## src/phy_enable_pkg.sv

```systemverilog
package phy_enable_pkg;

  // reversible ports with an orientation A and an orientation B phy each
  localparam int TC_PORTS = 2;
  // per-port attach inputs, the last one feeds a single non-reversible phy
  localparam int ATTACH_W = 3;
  // all synchronised inputs: mode, polarity, b attach, a attach, orientation, attach
  localparam int SYNC_W = 11;
  // level after reset of the synchronised inputs, matches the pin pull-downs
  localparam logic [10:0] SYNC_RESET = 11'h000;

  // register map
  localparam int ADDR_W = 8;
  localparam logic [7:0] CTRL_OFFSET = 8'h00;
  localparam logic [7:0] STATUS_OFFSET = 8'h04;

  // control: phy allow mask, bits a[1:0], b[3:2], legacy[4]
  localparam int ALLOW_W = 5;
  localparam logic [4:0] ALLOW_RESET = 5'h1f;

  // status field positions
  localparam int ST_EN_A_POS = 0;
  localparam int ST_EN_B_POS = 2;
  localparam int ST_EN_L_POS = 4;
  localparam int ST_SYNC_POS = 8;

  // axi response codes
  localparam logic [1:0] RESP_OKAY = 2'h0;
  localparam logic [1:0] RESP_SLVERR = 2'h2;

endpackage : phy_enable_pkg

```

## src/level_sync2.sv

```systemverilog
`timescale 1ns/10ps
module level_sync2 #(
  parameter int W = 1,
  parameter logic [W-1:0] RESET_VAL = '0
) (
  input wire logic clk,
  input wire logic rst,
  input wire logic [W-1:0] d,
  output logic [W-1:0] q
);

  logic [W-1:0] meta_q;

  // two-stage synchroniser; the first stage is seen by the second stage only
  always_ff @(posedge clk)
  begin
    if (rst)
    begin
      meta_q <= RESET_VAL;
      q <= RESET_VAL;
    end
    else
    begin
      meta_q <= d;
      q <= meta_q;
    end
  end

endmodule : level_sync2

```

## src/reversible_port_phy_enable.sv

```systemverilog
// Summary of operation
// - in mode 2 an asserted orientation-B attach enables that port's B phy
// - with no attach asserted the associated phy stays disabled to save power
// - orientation-A/B attach inputs act only in mode 2, replacing mode-1 inputs
// - polarity select low: attach and orientation inputs are active high
// - polarity select high: attach and orientation inputs are active low
// - polarity select defaults low (pull-down) so inputs read active high
// - mode select low gives mode 1, using attach and orientation inputs only
// - mode select high gives mode 2, using orientation-A/B attach inputs only
// - mode select defaults low (pull-down) so an open pin gives mode 1
// - mode 1: asserted attach enables the port phy, deasserted disables it
// - mode 1: orientation asserted picks phy A, else phy B, only while attached
// - mode 2: asserted orientation-A attach enables the A phy, else off
//
// The register addresses and the AXI4-Lite register port are this design's own decisions.
`timescale 1ns/10ps
module reversible_port_phy_enable
  import phy_enable_pkg::*;
(
  input wire logic MCLK,
  input wire logic RST,
  input wire logic [phy_enable_pkg::ATTACH_W-1:0] ATTACH_IN,
  input wire logic [phy_enable_pkg::TC_PORTS-1:0] ORIENTATION_SEL_IN,
  input wire logic [phy_enable_pkg::TC_PORTS-1:0] ORIENT_A_ATTACH_IN,
  input wire logic [phy_enable_pkg::TC_PORTS-1:0] ORIENT_B_ATTACH_IN,
  input wire logic ATTACH_POLARITY_SEL,
  input wire logic CONTROL_MODE_SEL,
  output logic [phy_enable_pkg::TC_PORTS-1:0] PHY_A_EN,
  output logic [phy_enable_pkg::TC_PORTS-1:0] PHY_B_EN,
  output logic PHY_LEGACY_EN,
  input wire logic [phy_enable_pkg::ADDR_W-1:0] AWADDR,
  input wire logic AWVALID,
  output logic AWREADY,
  input wire logic [31:0] WDATA,
  input wire logic [3:0] WSTRB,
  input wire logic WVALID,
  output logic WREADY,
  output logic [1:0] BRESP,
  output logic BVALID,
  input wire logic BREADY,
  input wire logic [phy_enable_pkg::ADDR_W-1:0] ARADDR,
  input wire logic ARVALID,
  output logic ARREADY,
  output logic [31:0] RDATA,
  output logic [1:0] RRESP,
  output logic RVALID,
  input wire logic RREADY
);
  import phy_enable_pkg::*;

  logic [SYNC_W-1:0] raw_in;
  logic [SYNC_W-1:0] sync_s;
  logic mode_s;
  logic pol_s;
  logic [ATTACH_W-1:0] attach_act;
  logic [TC_PORTS-1:0] orient_act;
  logic [TC_PORTS-1:0] a_att_act;
  logic [TC_PORTS-1:0] b_att_act;
  logic [2:0] orient_w;
  logic [2:0] a_att_w;
  logic [2:0] b_att_w;
  logic [TC_PORTS-1:0] en_a_d;
  logic [TC_PORTS-1:0] en_b_d;
  logic en_l_d;
  logic [ALLOW_W-1:0] allow_q;
  logic aw_held_q;
  logic w_held_q;
  logic [ADDR_W-1:0] awaddr_q;
  logic [31:0] wdata_q;
  logic [3:0] wstrb_q;
  logic aw_hs;
  logic w_hs;
  logic b_hs;
  logic ar_hs;
  logic do_write;

  // turn a pin level into "asserted": polarity high inverts every attach and orientation input
  function automatic logic [2:0] active_level(input logic [2:0] raw, input logic pol);
    active_level = pol ? ~raw : raw;
  endfunction : active_level

  // every control pin crosses into the core clock before use
  assign raw_in = {CONTROL_MODE_SEL, ATTACH_POLARITY_SEL, ORIENT_B_ATTACH_IN,
                   ORIENT_A_ATTACH_IN, ORIENTATION_SEL_IN, ATTACH_IN};

  // reset value zero stands in for the pull-downs: mode 1, active high
  level_sync2 #(
    .W(SYNC_W),
    .RESET_VAL(SYNC_RESET)
  ) u_sync (
    .clk(MCLK),
    .rst(RST),
    .d(raw_in),
    .q(sync_s)
  );

  assign mode_s = sync_s[10];
  assign pol_s = sync_s[9];
  assign attach_act = active_level(sync_s[2:0], pol_s);
  // two-bit groups go through the three-bit helper padded, then the pad bit is dropped
  assign orient_w = active_level({1'b0, sync_s[4:3]}, pol_s);
  assign a_att_w = active_level({1'b0, sync_s[6:5]}, pol_s);
  assign b_att_w = active_level({1'b0, sync_s[8:7]}, pol_s);
  assign orient_act = orient_w[1:0];
  assign a_att_act = a_att_w[1:0];
  assign b_att_act = b_att_w[1:0];

  // enable decode; the inputs of the mode not selected are ignored
  always_comb
  begin
    if (mode_s)
    begin
      en_a_d = a_att_act;
      en_b_d = b_att_act;
      en_l_d = 1'b0;
    end
    else
    begin
      // orientation only matters while the port is attached
      en_a_d = attach_act[1:0] & orient_act;
      en_b_d = attach_act[1:0] & ~orient_act;
      en_l_d = attach_act[2];
    end
  end

  // enables registered and gated by the software allow mask
  always_ff @(posedge MCLK)
  begin
    if (RST)
    begin
      PHY_A_EN <= '0;
      PHY_B_EN <= '0;
      PHY_LEGACY_EN <= 1'b0;
    end
    else
    begin
      PHY_A_EN <= en_a_d & allow_q[1:0];
      PHY_B_EN <= en_b_d & allow_q[3:2];
      PHY_LEGACY_EN <= en_l_d & allow_q[4];
    end
  end

  assign aw_hs = AWVALID & AWREADY;
  assign w_hs = WVALID & WREADY;
  assign b_hs = BVALID & BREADY;
  assign ar_hs = ARVALID & ARREADY;
  assign do_write = aw_held_q & w_held_q & ~BVALID;

  // address and data are latched independently, so either may come first
  always_ff @(posedge MCLK)
  begin
    if (RST)
    begin
      aw_held_q <= 1'b0;
      w_held_q <= 1'b0;
      awaddr_q <= '0;
      wdata_q <= '0;
      wstrb_q <= '0;
      AWREADY <= 1'b0;
      WREADY <= 1'b0;
    end
    else
    begin
      if (aw_hs)
      begin
        aw_held_q <= 1'b1;
        awaddr_q <= AWADDR;
      end
      else if (b_hs)
        aw_held_q <= 1'b0;
      if (w_hs)
      begin
        w_held_q <= 1'b1;
        wdata_q <= WDATA;
        wstrb_q <= WSTRB;
      end
      else if (b_hs)
        w_held_q <= 1'b0;
      // ready drops right after a handshake until the response is taken
      AWREADY <= ~(aw_hs | (aw_held_q & ~b_hs));
      WREADY <= ~(w_hs | (w_held_q & ~b_hs));
    end
  end

  // write commit and response; only the low byte lane carries the mask
  always_ff @(posedge MCLK)
  begin
    if (RST)
    begin
      allow_q <= ALLOW_RESET;
      BVALID <= 1'b0;
      BRESP <= RESP_OKAY;
    end
    else if (do_write)
    begin
      BVALID <= 1'b1;
      if (awaddr_q == CTRL_OFFSET)
      begin
        BRESP <= RESP_OKAY;
        if (wstrb_q[0])
          allow_q <= wdata_q[ALLOW_W-1:0];
      end
      else if (awaddr_q == STATUS_OFFSET)
        BRESP <= RESP_OKAY; // status is read-only, write ignored
      else
        BRESP <= RESP_SLVERR;
    end
    else if (b_hs)
      BVALID <= 1'b0;
  end

  // read channel: one read at a time, answered the cycle after the address
  always_ff @(posedge MCLK)
  begin
    if (RST)
    begin
      ARREADY <= 1'b0;
      RVALID <= 1'b0;
      RDATA <= '0;
      RRESP <= RESP_OKAY;
    end
    else
    begin
      ARREADY <= ~(ar_hs | (RVALID & ~RREADY));
      if (ar_hs)
      begin
        RVALID <= 1'b1;
        RDATA <= '0;
        RRESP <= RESP_OKAY;
        if (ARADDR == CTRL_OFFSET)
          RDATA[ALLOW_W-1:0] <= allow_q;
        else if (ARADDR == STATUS_OFFSET)
        begin
          RDATA[ST_EN_A_POS +: TC_PORTS] <= PHY_A_EN;
          RDATA[ST_EN_B_POS +: TC_PORTS] <= PHY_B_EN;
          RDATA[ST_EN_L_POS] <= PHY_LEGACY_EN;
          RDATA[ST_SYNC_POS +: SYNC_W] <= sync_s;
        end
        else
          RRESP <= RESP_SLVERR;
      end
      else if (RVALID & RREADY)
        RVALID <= 1'b0;
    end
  end

  a_mode2_b_follow: assert property (@(posedge MCLK) disable iff (RST)
    (mode_s && allow_q[3:2] == 2'b11) |=> (PHY_B_EN == $past(b_att_act)))
    else $error("mode 2 b phy enable does not follow b attach");

  a_idle_port_off: assert property (@(posedge MCLK) disable iff (RST)
    (!mode_s && !attach_act[0]) |=> (!PHY_A_EN[0] && !PHY_B_EN[0]))
    else $error("phy enabled with no attach");

  a_mode1_ignores_mux: assert property (@(posedge MCLK) disable iff (RST)
    (!mode_s && allow_q[1:0] == 2'b11) |=> (PHY_A_EN == $past(attach_act[1:0] & orient_act)))
    else $error("mode 1 a phy enable not from attach and orientation");

  a_active_high_attach: assert property (@(posedge MCLK) disable iff (RST)
    (!pol_s && !mode_s && sync_s[2] && allow_q[4]) |=> PHY_LEGACY_EN)
    else $error("active-high attach did not enable phy");

  a_active_low_attach: assert property (@(posedge MCLK) disable iff (RST)
    (pol_s && !mode_s && !sync_s[2] && allow_q[4]) |=> PHY_LEGACY_EN)
    else $error("active-low attach did not enable phy");

  a_pulldown_default: assert property (@(posedge MCLK) disable iff (RST)
    $past(RST) |-> (!pol_s && !mode_s))
    else $error("polarity or mode not at pulled-down level after reset");

  a_mode2_no_legacy: assert property (@(posedge MCLK) disable iff (RST)
    mode_s |=> !PHY_LEGACY_EN)
    else $error("mode 1 attach used in mode 2");

  a_orient_pick: assert property (@(posedge MCLK) disable iff (RST)
    (!mode_s && attach_act[0] && !orient_act[0] && allow_q[2])
      |=> (PHY_B_EN[0] && !PHY_A_EN[0]))
    else $error("orientation deasserted did not pick phy b");

  a_mode2_a_enable: assert property (@(posedge MCLK) disable iff (RST)
    (mode_s && a_att_act[1] && allow_q[1]) |=> PHY_A_EN[1])
    else $error("mode 2 a attach did not enable a phy");

  a_sync_latency: assert property (@(posedge MCLK) disable iff (RST)
    (!$past(RST) && !$past(RST, 2)) |-> (sync_s == $past(raw_in, 2)))
    else $error("inputs not seen through two synchroniser stages");

  a_reset_phy_off: assert property (@(posedge MCLK) disable iff (RST)
    $past(RST) |-> (PHY_A_EN == '0 && PHY_B_EN == '0 && !PHY_LEGACY_EN))
    else $error("phy enabled straight after reset");

endmodule : reversible_port_phy_enable

```

## config.mk

```make
export PLATFORM = sky130hd
export DESIGN_NAME = reversible_port_phy_enable
export DESIGN_NICKNAME = d
export VERILOG_FILES = /design/src/phy_enable_pkg.sv /design/src/level_sync2.sv /design/src/reversible_port_phy_enable.sv
export SDC_FILE = /design/constraint.sdc
export NUM_CORES = 1
export LEC_CHECK = 0
export BUFFER_PORTS_ARGS = -buffer_cell sky130_fd_sc_hd__buf_2
export CAP_MARGIN = 0
export CORE_UTILIZATION = 46
export DETAILED_ROUTE_END_ITERATION = 8
export PLACE_DENSITY = 0.8
export SLEW_MARGIN = 20
export SYNTH_ARGS = -nofsm -noshare
export SYNTH_HDL_FRONTEND = slang
export SYNTH_SLANG_ARGS = --single-unit
```

## constraint.sdc

```tcl
create_clock -name MCLK -period 1.8 [get_ports MCLK]
set_clock_uncertainty 0.1 [all_clocks]
set_input_delay 0.09 -clock MCLK [delete_from_list [all_inputs] [get_ports MCLK]]
set_output_delay 0.09 -clock MCLK [all_outputs]
set_load 0.005 [all_outputs]
```

## Word level (Yosys, flattened, before mapping)

Index checks and enable logic that the tools add are counted.
W data, S select, Z words.

| storage, ports and cells | value |
|---|---|
| flip-flop bits (word level) | 73 |
| input port bits | 70 |
| output and inout bits | 46 |
| word-level logic and storage cells | 78 |

| operators by class | value |
|---|---|
| equal/unequal tests | 2 |
| muxes and demuxes | 21 |
| bitwise gates (word level) | 29 |
| reductions and logical operators | 7 |

Operators with widths:

| operator | number |
|---|---|
| $mux W11 | 2 |
| $mux W2 | 9 |
| $eq A8 B3 Y1 const B | 2 |
| $logic_not A8 Y1 | 2 |
| $and A1 B1 Y1 | 11 |
| $mux W5 | 2 |
| $and A2 B2 Y2 | 4 |
| $not A2 Y2 | 4 |
| $reduce_bool A2 Y1 | 4 |
| $mux W1 | 7 |
| $not A1 Y1 | 6 |
| $mux W3 | 1 |
| $not A3 Y3 | 1 |
| $or A1 B1 Y1 | 3 |
| $reduce_and A3 Y1 | 1 |

## Logic depth before layout (Yosys ltp)

Gate-level depths: netlist of the first run.

| logic depth | value |
|---|---|
| depth after elaboration | 6 |
| depth in mapped cells | 5 |
| depth with buffers taken out | 3 |

## By module

Synthesis of the first run repeated with hierarchy kept, for this count alone.

| unflattened totals | value |
|---|---|
| cell total of the unflattened synthesis | 273 |
| area, all modules | 2,693.8 um2 |

Modules (own cells, without submodules):

| module | times used | cells an instance | area an instance (um2) |
|---|---|---|---|
| reversible_port_phy_enable | 1 | 227 | 2,053.2 |
| level_sync2 | 1 | 46 | 640.6 |

## Least setup slack after synthesis of the first run

OpenSTA, ideal clock, no wires.

| timing path | value |
|---|---|
| path kind | reg2reg |
| start | register awaddr_q[3] |
| end | register allow_q[0] |
| library setup time | 0.072 ns |
| arrival | 1.497 ns |
| data required time | 1.628 ns |
| setup slack | 0.132 ns |
| cell stages (with the launch flop) | 4 |
| buffers on the path | 0 |
| path through | dfxtp_1 > or4_4 > nor4_4 > mux2i_1 |

| between the ends | value |
|---|---|
| word-level cells in the longest chain between the ends | 2 |

RTL lines:

| what | RTL line | RTL |
|---|---|---|
| start: declaration | reversible_port_phy_enable.sv:68 | `logic [ADDR_W-1:0] awaddr_q;` |
| start signal: assignment | reversible_port_phy_enable.sv:156 | `awaddr_q <= '0;` |
| start signal: assignment | reversible_port_phy_enable.sv:167 | `awaddr_q <= AWADDR;` |
| $logic_not A8 Y1 | reversible_port_phy_enable.sv:197 | `if (awaddr_q == CTRL_OFFSET)` |
| $reduce_and A3 Y1 (no line) | -- |  |
| end signal: assignment | reversible_port_phy_enable.sv:201 | `allow_q <= wdata_q[ALLOW_W-1:0];` |
| end: declaration | reversible_port_phy_enable.sv:65 | `logic [ALLOW_W-1:0] allow_q;` |

No other way between the ends.
A chain may end at the register's enable or synchronous reset.

## Worst setup path after layout of the first run

Same ends and word-level chain as after synthesis.

==> impl_metrics.toml, run 1 <==
[run_status]
outcome = "complete, no violations"

[cts]
cts_setup_buffers = 0
cts.path.max_buffers = 2
cts_inserted_buffers = 9
htreeDepth = 3
cts.sink_count = 71
worst_setup_hold_path_clk_slew_ps = 70
cts_tree = "built"
insertion_delay_ps = 330
ctsRootBufferMaster = "sky130_fd_sc_hd__clkbuf_8"

[pwr]
power_density_nw_per_um2 = 854
report.power.total_w = 0.00292
power.static_leakage_nw = 1.43
max_vdd_drop_uv = 590

[sta]
hold_slack_ps = 28.7
final-hold-violation-count = 0
final-setup-viol-count = 0
relSlewSlack_pct = 51.7
max_freq_mhz = 591
post_route_clock_period_utilization_pct = 94.0
layout_min_cycle_time_ps = 1690
setup_tns_ps = 0
grt_setup_unrepaired = "false"
worst_slew_pin_slew_ps = 722
slew_viol_final = 0

[synth]
ys_async_sr_fraction_pct = 0
synth.cell_area_um2 = 2630
number_of_synthesized_flops_with_an_enable_pin = 0
netlist.area_leader.share_pct = 54.0
post_synth.cell_area_avg_um2 = 9.67
synth_largest_area_cell = "sky130_fd_sc_hd__dfxtp_1"
post_synth_inst_count = 272
ffs_latches_synth = 71
synth.top_cells.by_area = "sky130_fd_sc_hd__dfxtp_1 (54%), sky130_fd_sc_hd__nor2b_1 (6.2%), sky130_fd_sc_hd__buf_4 (5.1%), sky130_fd_sc_hd__nand2_1 (4.6%), sky130_fd_sc_hd__a21oi_1 (4.4%)"
yosysWarnings = 0
ys.flop_type = "sky130_fd_sc_hd__dfxtp_1"
netlist-cell-type-count = 31
yosysMostFrequentCell = "sky130_fd_sc_hd__dfxtp_1"
synth_common_cells = "sky130_fd_sc_hd__dfxtp_1 (71), sky130_fd_sc_hd__nand2_1 (32), sky130_fd_sc_hd__nor2b_1 (26)"
ys_seq_area_share_pct = 54.0

[cells_and_area]
n_antenna_cell = 0
final_nets = 440
layout.cells.non_filler = 445
area.sequential_um2 = 1420
finish.instance_area_um2 = 3420
multiInputGateArea_um2 = 1050
num-fill-cells = 475
synthToLayoutAreaGrowth_pct = 30.1
final_layout_size_suffix_gt1_share_pct = 24.1

[critical_path]
worst-setup-path-type = "flip-flop to flip-flop"
reg2reg_slack_ps = 110
crit_path_start_kind = "flip-flop"
worst-endpoint-required_ps = 1960
cp-end-kind = "flip-flop"
timing.rr.start = "awaddr_q[3]$_SDFFE_PP0P_"
timing.critical_path.fanout_max = 5
crit_path_start = "awaddr_q[3]$_SDFFE_PP0P_"
reg2reg_to = "allow_q[0]$_SDFFE_PP1P_"
endpoint = "allow_q[0]$_SDFFE_PP1P_"
critPathArrivalTime_ps = 1850
r2r.worst_path.cells = 4

[floorplan]
floorplan.die.width_um = 77.6
die_h_um = 77.6
initial_utilization_pct = 47.8
fp-row-count = 27
placeableCoreArea_um2 = 5510
fp.dieArea_um2 = 6030
floorplan.io_pins = 116

[min_path]
worst_hold_path_type = "input pin to flip-flop"

[job]
max_cap_violations = 0

[placed_design]
placed_cell_area_um2 = 2960
globalplace.congestion = 0.784
buffer_ports.inserted = 67
dp_hpwl_mm = 3.41
dpl.cell_count = 399

[detailed_routing]
drt-total-wl_mm = 5.21
detailedRoute.firstPassIterationCount = 4
final_routed_wire_length_divided_by_cell_count_um = 11.7
detailedRoute.firstIterationViolations = 112
vias = 2145
drt-vias-per-instance = 4.82
drc = 0
route.antenna.remaining_nets = 0

[global_route]
global_route_wire_length_before_repair_mm = 8.68
pin_count_of_the_biggest_net_entering_global_routing = 50
grt_antenna_before_repair = 0
grt_overflow = 0
gr-usage-all-layers_pct = 18.8
vias_in_the_first_global_route = 2024
## power breakdown
part           switching [W]  internal [W]
logic               0.000126      0.000146
registers          0.0000364       0.00163
clock network       0.000505      0.000481
total               0.000667       0.00226
## placed cells by master, fill, tap and decap left out, types with 3 or more instances in the layout
cell / netlist / layout
sky130_fd_sc_hd__a21oi_1: 23 / 23
sky130_fd_sc_hd__a221oi_1: 9 / 9
sky130_fd_sc_hd__a22o_1: 11 / 11
sky130_fd_sc_hd__and2_1: 3 / 3
sky130_fd_sc_hd__buf_2: 1 / 67
sky130_fd_sc_hd__buf_4: 18 / 3
sky130_fd_sc_hd__clkbuf_1: 11 / 3
sky130_fd_sc_hd__clkbuf_8: 0 / 9
sky130_fd_sc_hd__conb_1: 1 / 18
sky130_fd_sc_hd__dfxtp_1: 71 / 71
sky130_fd_sc_hd__dlygate4sd3_1: 0 / 32
sky130_fd_sc_hd__inv_1: 8 / 8
sky130_fd_sc_hd__mux2_2: 5 / 5
sky130_fd_sc_hd__mux2i_1: 5 / 5
sky130_fd_sc_hd__nand2_1: 32 / 32
sky130_fd_sc_hd__nand2b_1: 3 / 3
sky130_fd_sc_hd__nand3_1: 6 / 6
sky130_fd_sc_hd__nand4_1: 5 / 5
sky130_fd_sc_hd__nor2_1: 15 / 15
sky130_fd_sc_hd__nor2b_1: 26 / 26
sky130_fd_sc_hd__nor4b_1: 5 / 5
## metrics by stage
step / worst slack [ps] / util, %
finish: 109 / 62.2
detailed placement: 91.3 / 53.7
global route: 13.3 / 62.2
floorplan: 132 / -
global placement: 127 / 53.7
CTS: 75.1 / 62.1
## metal layers
metal	track usage (%)	up-vias	share of wire (%)
li1	-	1080	-
met1	20.3	979	42
met2	33.2	77	50
met3	5.41	9	6.1
met4	9.62	0	2.0
met5	0	-	0
## flip-flops by register name (all words and copies together), names as in the netlist, 2 cells and up
name and flops:
PHY_B_EN 2, PHY_A_EN 2, u_sync.meta_q 11, allow_q 5, RDATA 16, wdata_q 5
awaddr_q 8, u_sync.q 11
## cell families after synthesis
kind of cell,after synthesis,share of synthesized area [%]
AND/OR/NAND/NOR,103,21.3
flip-flops,71,54.0
XOR/XNOR,1,0.333
other,1,0.143
multiplexers,10,4.04
buffers and inverters,41,8.56
AO/OA/AOI/OAI,45,11.7
## worst max-delay path, stage by stage (launching register included)
cell and delay [ps]:
sky130_fd_sc_hd__dfxtp_1 320, sky130_fd_sc_hd__or4_4 550, sky130_fd_sc_hd__nor4_4 300, sky130_fd_sc_hd__buf_6 170, sky130_fd_sc_hd__mux2i_1 180
## what timing repair did
item | CTS | global route
hold buffers | 32 | 0
resized for setup | 0 | 1
setup endpoints to repair | 0 | 1
endpoints found under the hold margin | 29 | 0
## worst min-delay path by stage
| stage | startpoint | end | depth (start not counted) |
|---|---|---|---|
| after detailed placement | CONTROL_MODE_SEL | u_sync.meta_q[10]$_SDFF_PP0_ | 2 |
| after global placement | ORIENT_A_ATTACH_IN[1] | u_sync.meta_q[6]$_SDFF_PP0_ | 2 |
| after global routing | RST | RDATA[1]$_SDFFE_PP0P_ | 2 |
| after floorplan | ATTACH_IN[0] | u_sync.meta_q[0]$_SDFF_PP0_ | 1 |
| final | RST | RDATA[3]$_SDFFE_PP0P_ | 2 |
| after CTS | RST | RDATA[1]$_SDFFE_PP0P_ | 2 |
## final cells by class
type,instances,area share (%)
Timing Repair Buffer,103,20.1
Clock buffer,12,3.95
Sequential cell,71,41.5
Multi-Input combinational cell,177,30.6
Inverter,8,0.877
Clock inverter,2,0.292
Tap cell,72,2.63
No activity file was read; power rests on OpenSTA's default activity.
==> inputs of run 2 (changes only) <==
--- a/config.mk
+++ b/config.mk
@@ -7,9 +7,10 @@
 export LEC_CHECK = 0
 export BUFFER_PORTS_ARGS = -buffer_cell sky130_fd_sc_hd__buf_2
 export CAP_MARGIN = 0
-export CORE_UTILIZATION = 46
+export CORE_UTILIZATION = 48
+export CTS_BUF_LIST = sky130_fd_sc_hd__clkbuf_2
 export DETAILED_ROUTE_END_ITERATION = 8
-export PLACE_DENSITY = 0.8
+export PLACE_DENSITY = 0.83
 export SLEW_MARGIN = 20
 export SYNTH_ARGS = -nofsm -noshare
 export SYNTH_HDL_FRONTEND = slang
==> impl_metrics.toml, run 2 (synthesis gave the netlist of run 1 again) <==
[critical_path]
r2r.worst_path.cells = 4
crit_path_start = "RST"
cp-end-kind = "flip-flop"
crit_path_start_kind = "input pin"
cpLargestDelayFamily = "buffers and inverters"
reg2reg_to = "awaddr_q[5]$_SDFFE_PP0P_"
reg2reg_slack_ps = 160
worst-endpoint-required_ps = 2070
timing.critical_path.fanout_max = 63
critPathArrivalTime_ps = 2020
crit_path_cell_trace = "dlygate4sd3_1 > buf_2 > buf_4 > a21oi_1 > dlygate4sd3_1"
worst-setup-path-type = "input pin to flip-flop"
crit_slowest_cell = "sky130_fd_sc_hd__dlygate4sd3_1"
critical_path.most_common_cell = "sky130_fd_sc_hd__dlygate4sd3_1"
timing.rr.start = "AWREADY$_SDFF_PP0_"
worst_path_largest_cell_delay_ps = 610
worstPathBufferInverterCount = 4

[cells_and_area]
n_antenna_cell = 0
final_nets = 460
largest_register = "RDATA"
largest_reg_flops = 16
layout_commonest_cell = "sky130_fd_sc_hd__dfxtp_1"
top_regs = "RDATA (16), u_sync.meta_q (11), u_sync.q (11)"
num-fill-cells = 404
leading_cell_types_in_the_layout_fill_and_taps_excluded = "sky130_fd_sc_hd__dfxtp_1 (71), sky130_fd_sc_hd__buf_2 (67), sky130_fd_sc_hd__dlygate4sd3_1 (51)"
final_layout_size_suffix_gt1_share_pct = 24.6
synthToLayoutAreaGrowth_pct = 35.9

[floorplan]
die_h_um = 76.0
floorplan.die.width_um = 76.0
placeableCoreArea_um2 = 5200
initial_utilization_pct = 50.6
floorplan.io_pins = 116
fp.dieArea_um2 = 5780
fp-row-count = 26

[detailed_routing]
drc = 0
final_routed_wire_length_divided_by_cell_count_um = 13.0
vias = 2236
drt-vias-per-instance = 4.81
detailedRoute.firstIterationViolations = 115
route.antenna.remaining_nets = 0
drt-total-wl_mm = 6.06
detailedRoute.firstPassIterationCount = 4

[run_status]
outcome = "complete, no violations"

[placed_design]
setup_slack_at_placement_ps = 98.4
globalplace.congestion = 0.775
dp_hpwl_mm = 3.48
buffer_ports.inserted = 67

[job]
max_cap_violations = 0

[sta]
max_freq_mhz = 572
final-setup-viol-count = 0
grt_setup_unrepaired = "false"
worst_slew_pin_slew_ps = 739
setup_tns_ps = 0
setup_ws_post_layout_ps = 51.1
layout_min_cycle_time_ps = 1750
slew_viol_final = 0
post_route_clock_period_utilization_pct = 97.2
final-hold-violation-count = 0
relSlewSlack_pct = 50.5

[cts]
cts_tree = "built"
cts_inserted_buffers = 9
worst_setup_hold_path_clk_slew_ps = 190
cts.sink_count = 71
cts.path.max_buffers = 2
ctsRootBufferMaster = "sky130_fd_sc_hd__clkbuf_2"
htreeDepth = 3
insertion_delay_ps = 460

[global_route]
grt_antenna_before_repair = 0
vias_in_the_first_global_route = 2193
grt_overflow = 0
pin_count_of_the_biggest_net_entering_global_routing = 64
gr-usage-all-layers_pct = 21.6
global_route_wire_length_before_repair_mm = 9.82

[pwr]
max_vdd_drop_uv = 388
power_density_nw_per_um2 = 752
power.static_leakage_nw = 1.53

[min_path]
worst_hold_path_type = "input pin to flip-flop"
holdCritStartpoint = "ARADDR[6]"
worst_hold_path.endpoint = "RRESP[1]$_SDFFE_PP0P_"
worstHoldPathCells = 4
## run 2: what timing repair did
item	CTS	global route
setup endpoints to repair	0	8
hold endpoints to repair	37	0
setup buffers	0	0
resized for setup	0	5
hold buffers	52	0
## run 2: through the flow
stage,cells,utilization (%),hold slack (ps),instance area (um2),power [W]
CTS,465,68.4,13.7,3560,0.00270
global placement,397,56.7,193,2950,0.00191
finish,465,68.7,52.3,3570,0.00269
floorplan,289,-,118,2700,0.00186
global route,465,68.7,33.2,3570,0.00282
detailed placement,397,56.7,203,2950,0.00192
## run 2: final cells by class
type                            count  area, um2  share of cell area, %
Sequential cell                    71       1420                   39.8
Tap cell                           70       87.6                   2.45
Inverter                            8       30.0                  0.840
Timing Repair Buffer              123        892                   25.0
Clock inverter                      6       37.5                   1.05
Multi-Input combinational cell    177       1060                   29.5
Clock buffer                       10       50.0                   1.40
## run 2: worst reg2reg max path, stage by stage, from the launching register on
cell                            delay, ps
sky130_fd_sc_hd__dfxtp_1              400
sky130_fd_sc_hd__and2_2               260
sky130_fd_sc_hd__nand2_1               80
sky130_fd_sc_hd__a21oi_1              160
sky130_fd_sc_hd__dlygate4sd3_1        600
## run 2: how the worst max path moves through the flow
stage | slack, ps | depth (start not counted) | end
2_1_floorplan | 130 | 3 | allow_q[0]$_SDFFE_PP1P_
3_3_place_gp | 150 | 4 | allow_q[3]$_SDFFE_PP1P_
3_5_place_dp | 100 | 4 | allow_q[0]$_SDFFE_PP1P_
4_1_cts | 40 | 4 | allow_q[0]$_SDFFE_PP1P_
5_1_grt | 20 | 7 | RDATA[3]$_SDFFE_PP0P_
6_report | 50 | 5 | awaddr_q[5]$_SDFFE_PP0P_
## run 2: layer usage
metal	GRT usage, %	wire length, um	vias up
li1	-	-	1127
met1	23.9	2550	1014
met2	38.2	3090	83
met3	5.03	285	12
met4	11.5	133	0
met5	0	0	-
## run 2: where the power goes
part | internal, W | switching (W) | leakage, nW
logic | 0.000172 | 0.000139 | 0.899
clock network | 0.000180 | 0.000529 | 0.0553
registers | 0.00163 | 0.0000382 | 0.581
==> inputs of run 3 (changes only) <==
--- a/config.mk
+++ b/config.mk
@@ -7,6 +7,7 @@
 export LEC_CHECK = 0
 export BUFFER_PORTS_ARGS = -buffer_cell sky130_fd_sc_hd__buf_2
 export CAP_MARGIN = 0
+export CORE_ASPECT_RATIO = 0.8
 export CORE_UTILIZATION = 48
 export CTS_BUF_LIST = sky130_fd_sc_hd__clkbuf_2
 export DETAILED_ROUTE_END_ITERATION = 8
==> impl_metrics.toml, run 3 (synthesis gave the netlist of run 1 again) <==
[cells_and_area]
largest_register = "RDATA"
layout_commonest_cell = "sky130_fd_sc_hd__dfxtp_1"
n_antenna_cell = 0
top_regs = "RDATA (16), u_sync.meta_q (11), u_sync.q (11)"
num-fill-cells = 385
leading_cell_types_in_the_layout_fill_and_taps_excluded = "sky130_fd_sc_hd__dfxtp_1 (70), sky130_fd_sc_hd__buf_2 (67), sky130_fd_sc_hd__dlygate4sd3_1 (54)"
final_layout_size_suffix_gt1_share_pct = 24.4
largest_reg_flops = 16
final_nets = 462
synthToLayoutAreaGrowth_pct = 37.9

[detailed_routing]
final_routed_wire_length_divided_by_cell_count_um = 13.6
vias = 2270
drt-vias-per-instance = 4.95
drt-total-wl_mm = 6.23
top_layer = "met4"
wl_met3_um = 425
wl_met1_mm = 2.56
detailedRoute.firstIterationViolations = 104
met2_length_mm = 3.17
route.antenna.remaining_nets = 0
drc = 8
detailedRoute.firstPassIterationCount = 6

[sta]
relSlewSlack_pct = 48.1
slew_viol_final = 0
worst_slew_pin_slew_ps = 775
post_route_clock_period_utilization_pct = 95.8
setup_tns_ps = 0
layout_min_cycle_time_ps = 1730
final-setup-viol-count = 0
grt_setup_unrepaired = "false"
final-hold-violation-count = 0
max_freq_mhz = 580
setup_ws_post_layout_ps = 74.9

[floorplan]
placeableCoreArea_um2 = 5150
floorplan.die.width_um = 84.8
die_h_um = 68.2
floorplan.io_pins = 116
fp-row-count = 23
initial_utilization_pct = 51.1
fp.dieArea_um2 = 5780

[global_route]
grt_antenna_before_repair = 0
global_route_wire_length_before_repair_mm = 9.92
grt_overflow = 0
gr-usage-all-layers_pct = 23.1
pin_count_of_the_biggest_net_entering_global_routing = 58
vias_in_the_first_global_route = 2222

[pwr]
power.static_leakage_nw = 1.53
power_density_nw_per_um2 = 827
max_vdd_drop_uv = 818

[critical_path]
worst_path_largest_cell_delay_ps = 590
timing.critical_path.fanout_max = 57
cpLargestDelayFamily = "buffers and inverters"
critical_path.most_common_cell = "sky130_fd_sc_hd__dlygate4sd3_1"
worstPathBufferInverterCount = 4
crit_slowest_cell = "sky130_fd_sc_hd__dlygate4sd3_1"
crit_path_start_kind = "input pin"
crit_path_cell_trace = "dlygate4sd3_1 > buf_2 > buf_4 > a221oi_1 > dlygate4sd3_1"
worst-endpoint-required_ps = 2110
cp-end-kind = "flip-flop"
critPathArrivalTime_ps = 2030
worst-setup-path-type = "input pin to flip-flop"

[cts]
cts.path.max_buffers = 2
insertion_delay_ps = 510
worst_setup_hold_path_clk_slew_ps = 190
cts_inserted_buffers = 9
ctsRootBufferMaster = "sky130_fd_sc_hd__clkbuf_2"
cts_tree = "built"
htreeDepth = 3
cts.sink_count = 71

[job]
max_cap_violations = 0

[placed_design]
setup_slack_at_placement_ps = 96.7
dp_hpwl_mm = 3.61
globalplace.congestion = 0.816
buffer_ports.inserted = 67

[run_status]
violations_in_the_final_reports = "design-rule violations"
outcome = "finished with violations"

[min_path]
worst_hold_path_type = "input pin to flip-flop"
-- run 3: metal layers --
| layer | GRT usage [%] | vias up |
|---|---|---|
| li1 | - | 1137 |
| met5 | 0 | - |
| met4 | 8.90 | 0 |
| met2 | 42.3 | 87 |
| met3 | 9.65 | 10 |
| met1 | 24.2 | 1036 |
-- run 3: power breakdown --
| part | internal [W] | leakage (nW) | switching [W] |
|---|---|---|---|
| clock | 0.000475 | 0.0861 | 0.000543 |
| sequential | 0.00163 | 0.581 | 0.0000395 |
| combinational | 0.000172 | 0.861 | 0.000141 |
| total | 0.00228 | 1.53 | 0.000723 |
-- run 3: final timing paths --
kind / start / to / slack [ps] / depth (start not counted)
setup / recovery: RST / WREADY$_SDFF_PP0_ / 70 / 5
setup reg to reg: ARREADY$_SDFF_PP0_ / RDATA[1]$_SDFFE_PP0P_ / 100 / 4
hold reg to reg: u_sync.meta_q[4]$_SDFF_PP0_ / u_sync.q[4]$_SDFF_PP0_ / 340 / 1
hold / removal: ARADDR[3] / RRESP[1]$_SDFFE_PP0P_ / 50 / 4
-- run 3: layout make-up --
cell class | count | area [um2] | area share, %
Clock buffer | 11 | 55.1 | 1.52
Inverter | 8 | 30.0 | 0.828
Timing Repair Buffer | 125 | 910 | 25.1
Multi-Input combinational cell | 177 | 1050 | 28.9
Clock inverter | 5 | 82.6 | 2.28
Tap cell | 62 | 77.6 | 2.14
Sequential cell | 71 | 1420 | 39.2
-- run 3: tightest hold or removal path, cell delays in order --
cell                       delay [ps]
sky130_fd_sc_hd__buf_2             80
sky130_fd_sc_hd__nor4_2            50
sky130_fd_sc_hd__buf_4            140
sky130_fd_sc_hd__a311oi_1         240
-- run 3: repair_timing --
action	CTS	global route
setup buffers	0	0
hold buffers	54	0
endpoints found under the setup margin	0	10
endpoints found under the hold margin	39	0
gates resized for setup	0	3
-- run 3: stage by stage --
| step | util [%] | instances | hold slack, ps | instance area, um2 | total power, W |
|---|---|---|---|---|---|
| after floorplan | - | 289 | 118 | 2700 | 0.00186 |
| after global placement | 57.1 | 389 | 204 | 2940 | 0.00191 |
| after detailed placement | 57.1 | 389 | 202 | 2940 | 0.00192 |
| after CTS | 70.3 | 459 | 2.49 | 3620 | 0.00301 |
| after global routing | 70.4 | 459 | 18.1 | 3630 | 0.00314 |
| final | 70.4 | 459 | 50.6 | 3630 | 0.00300 |
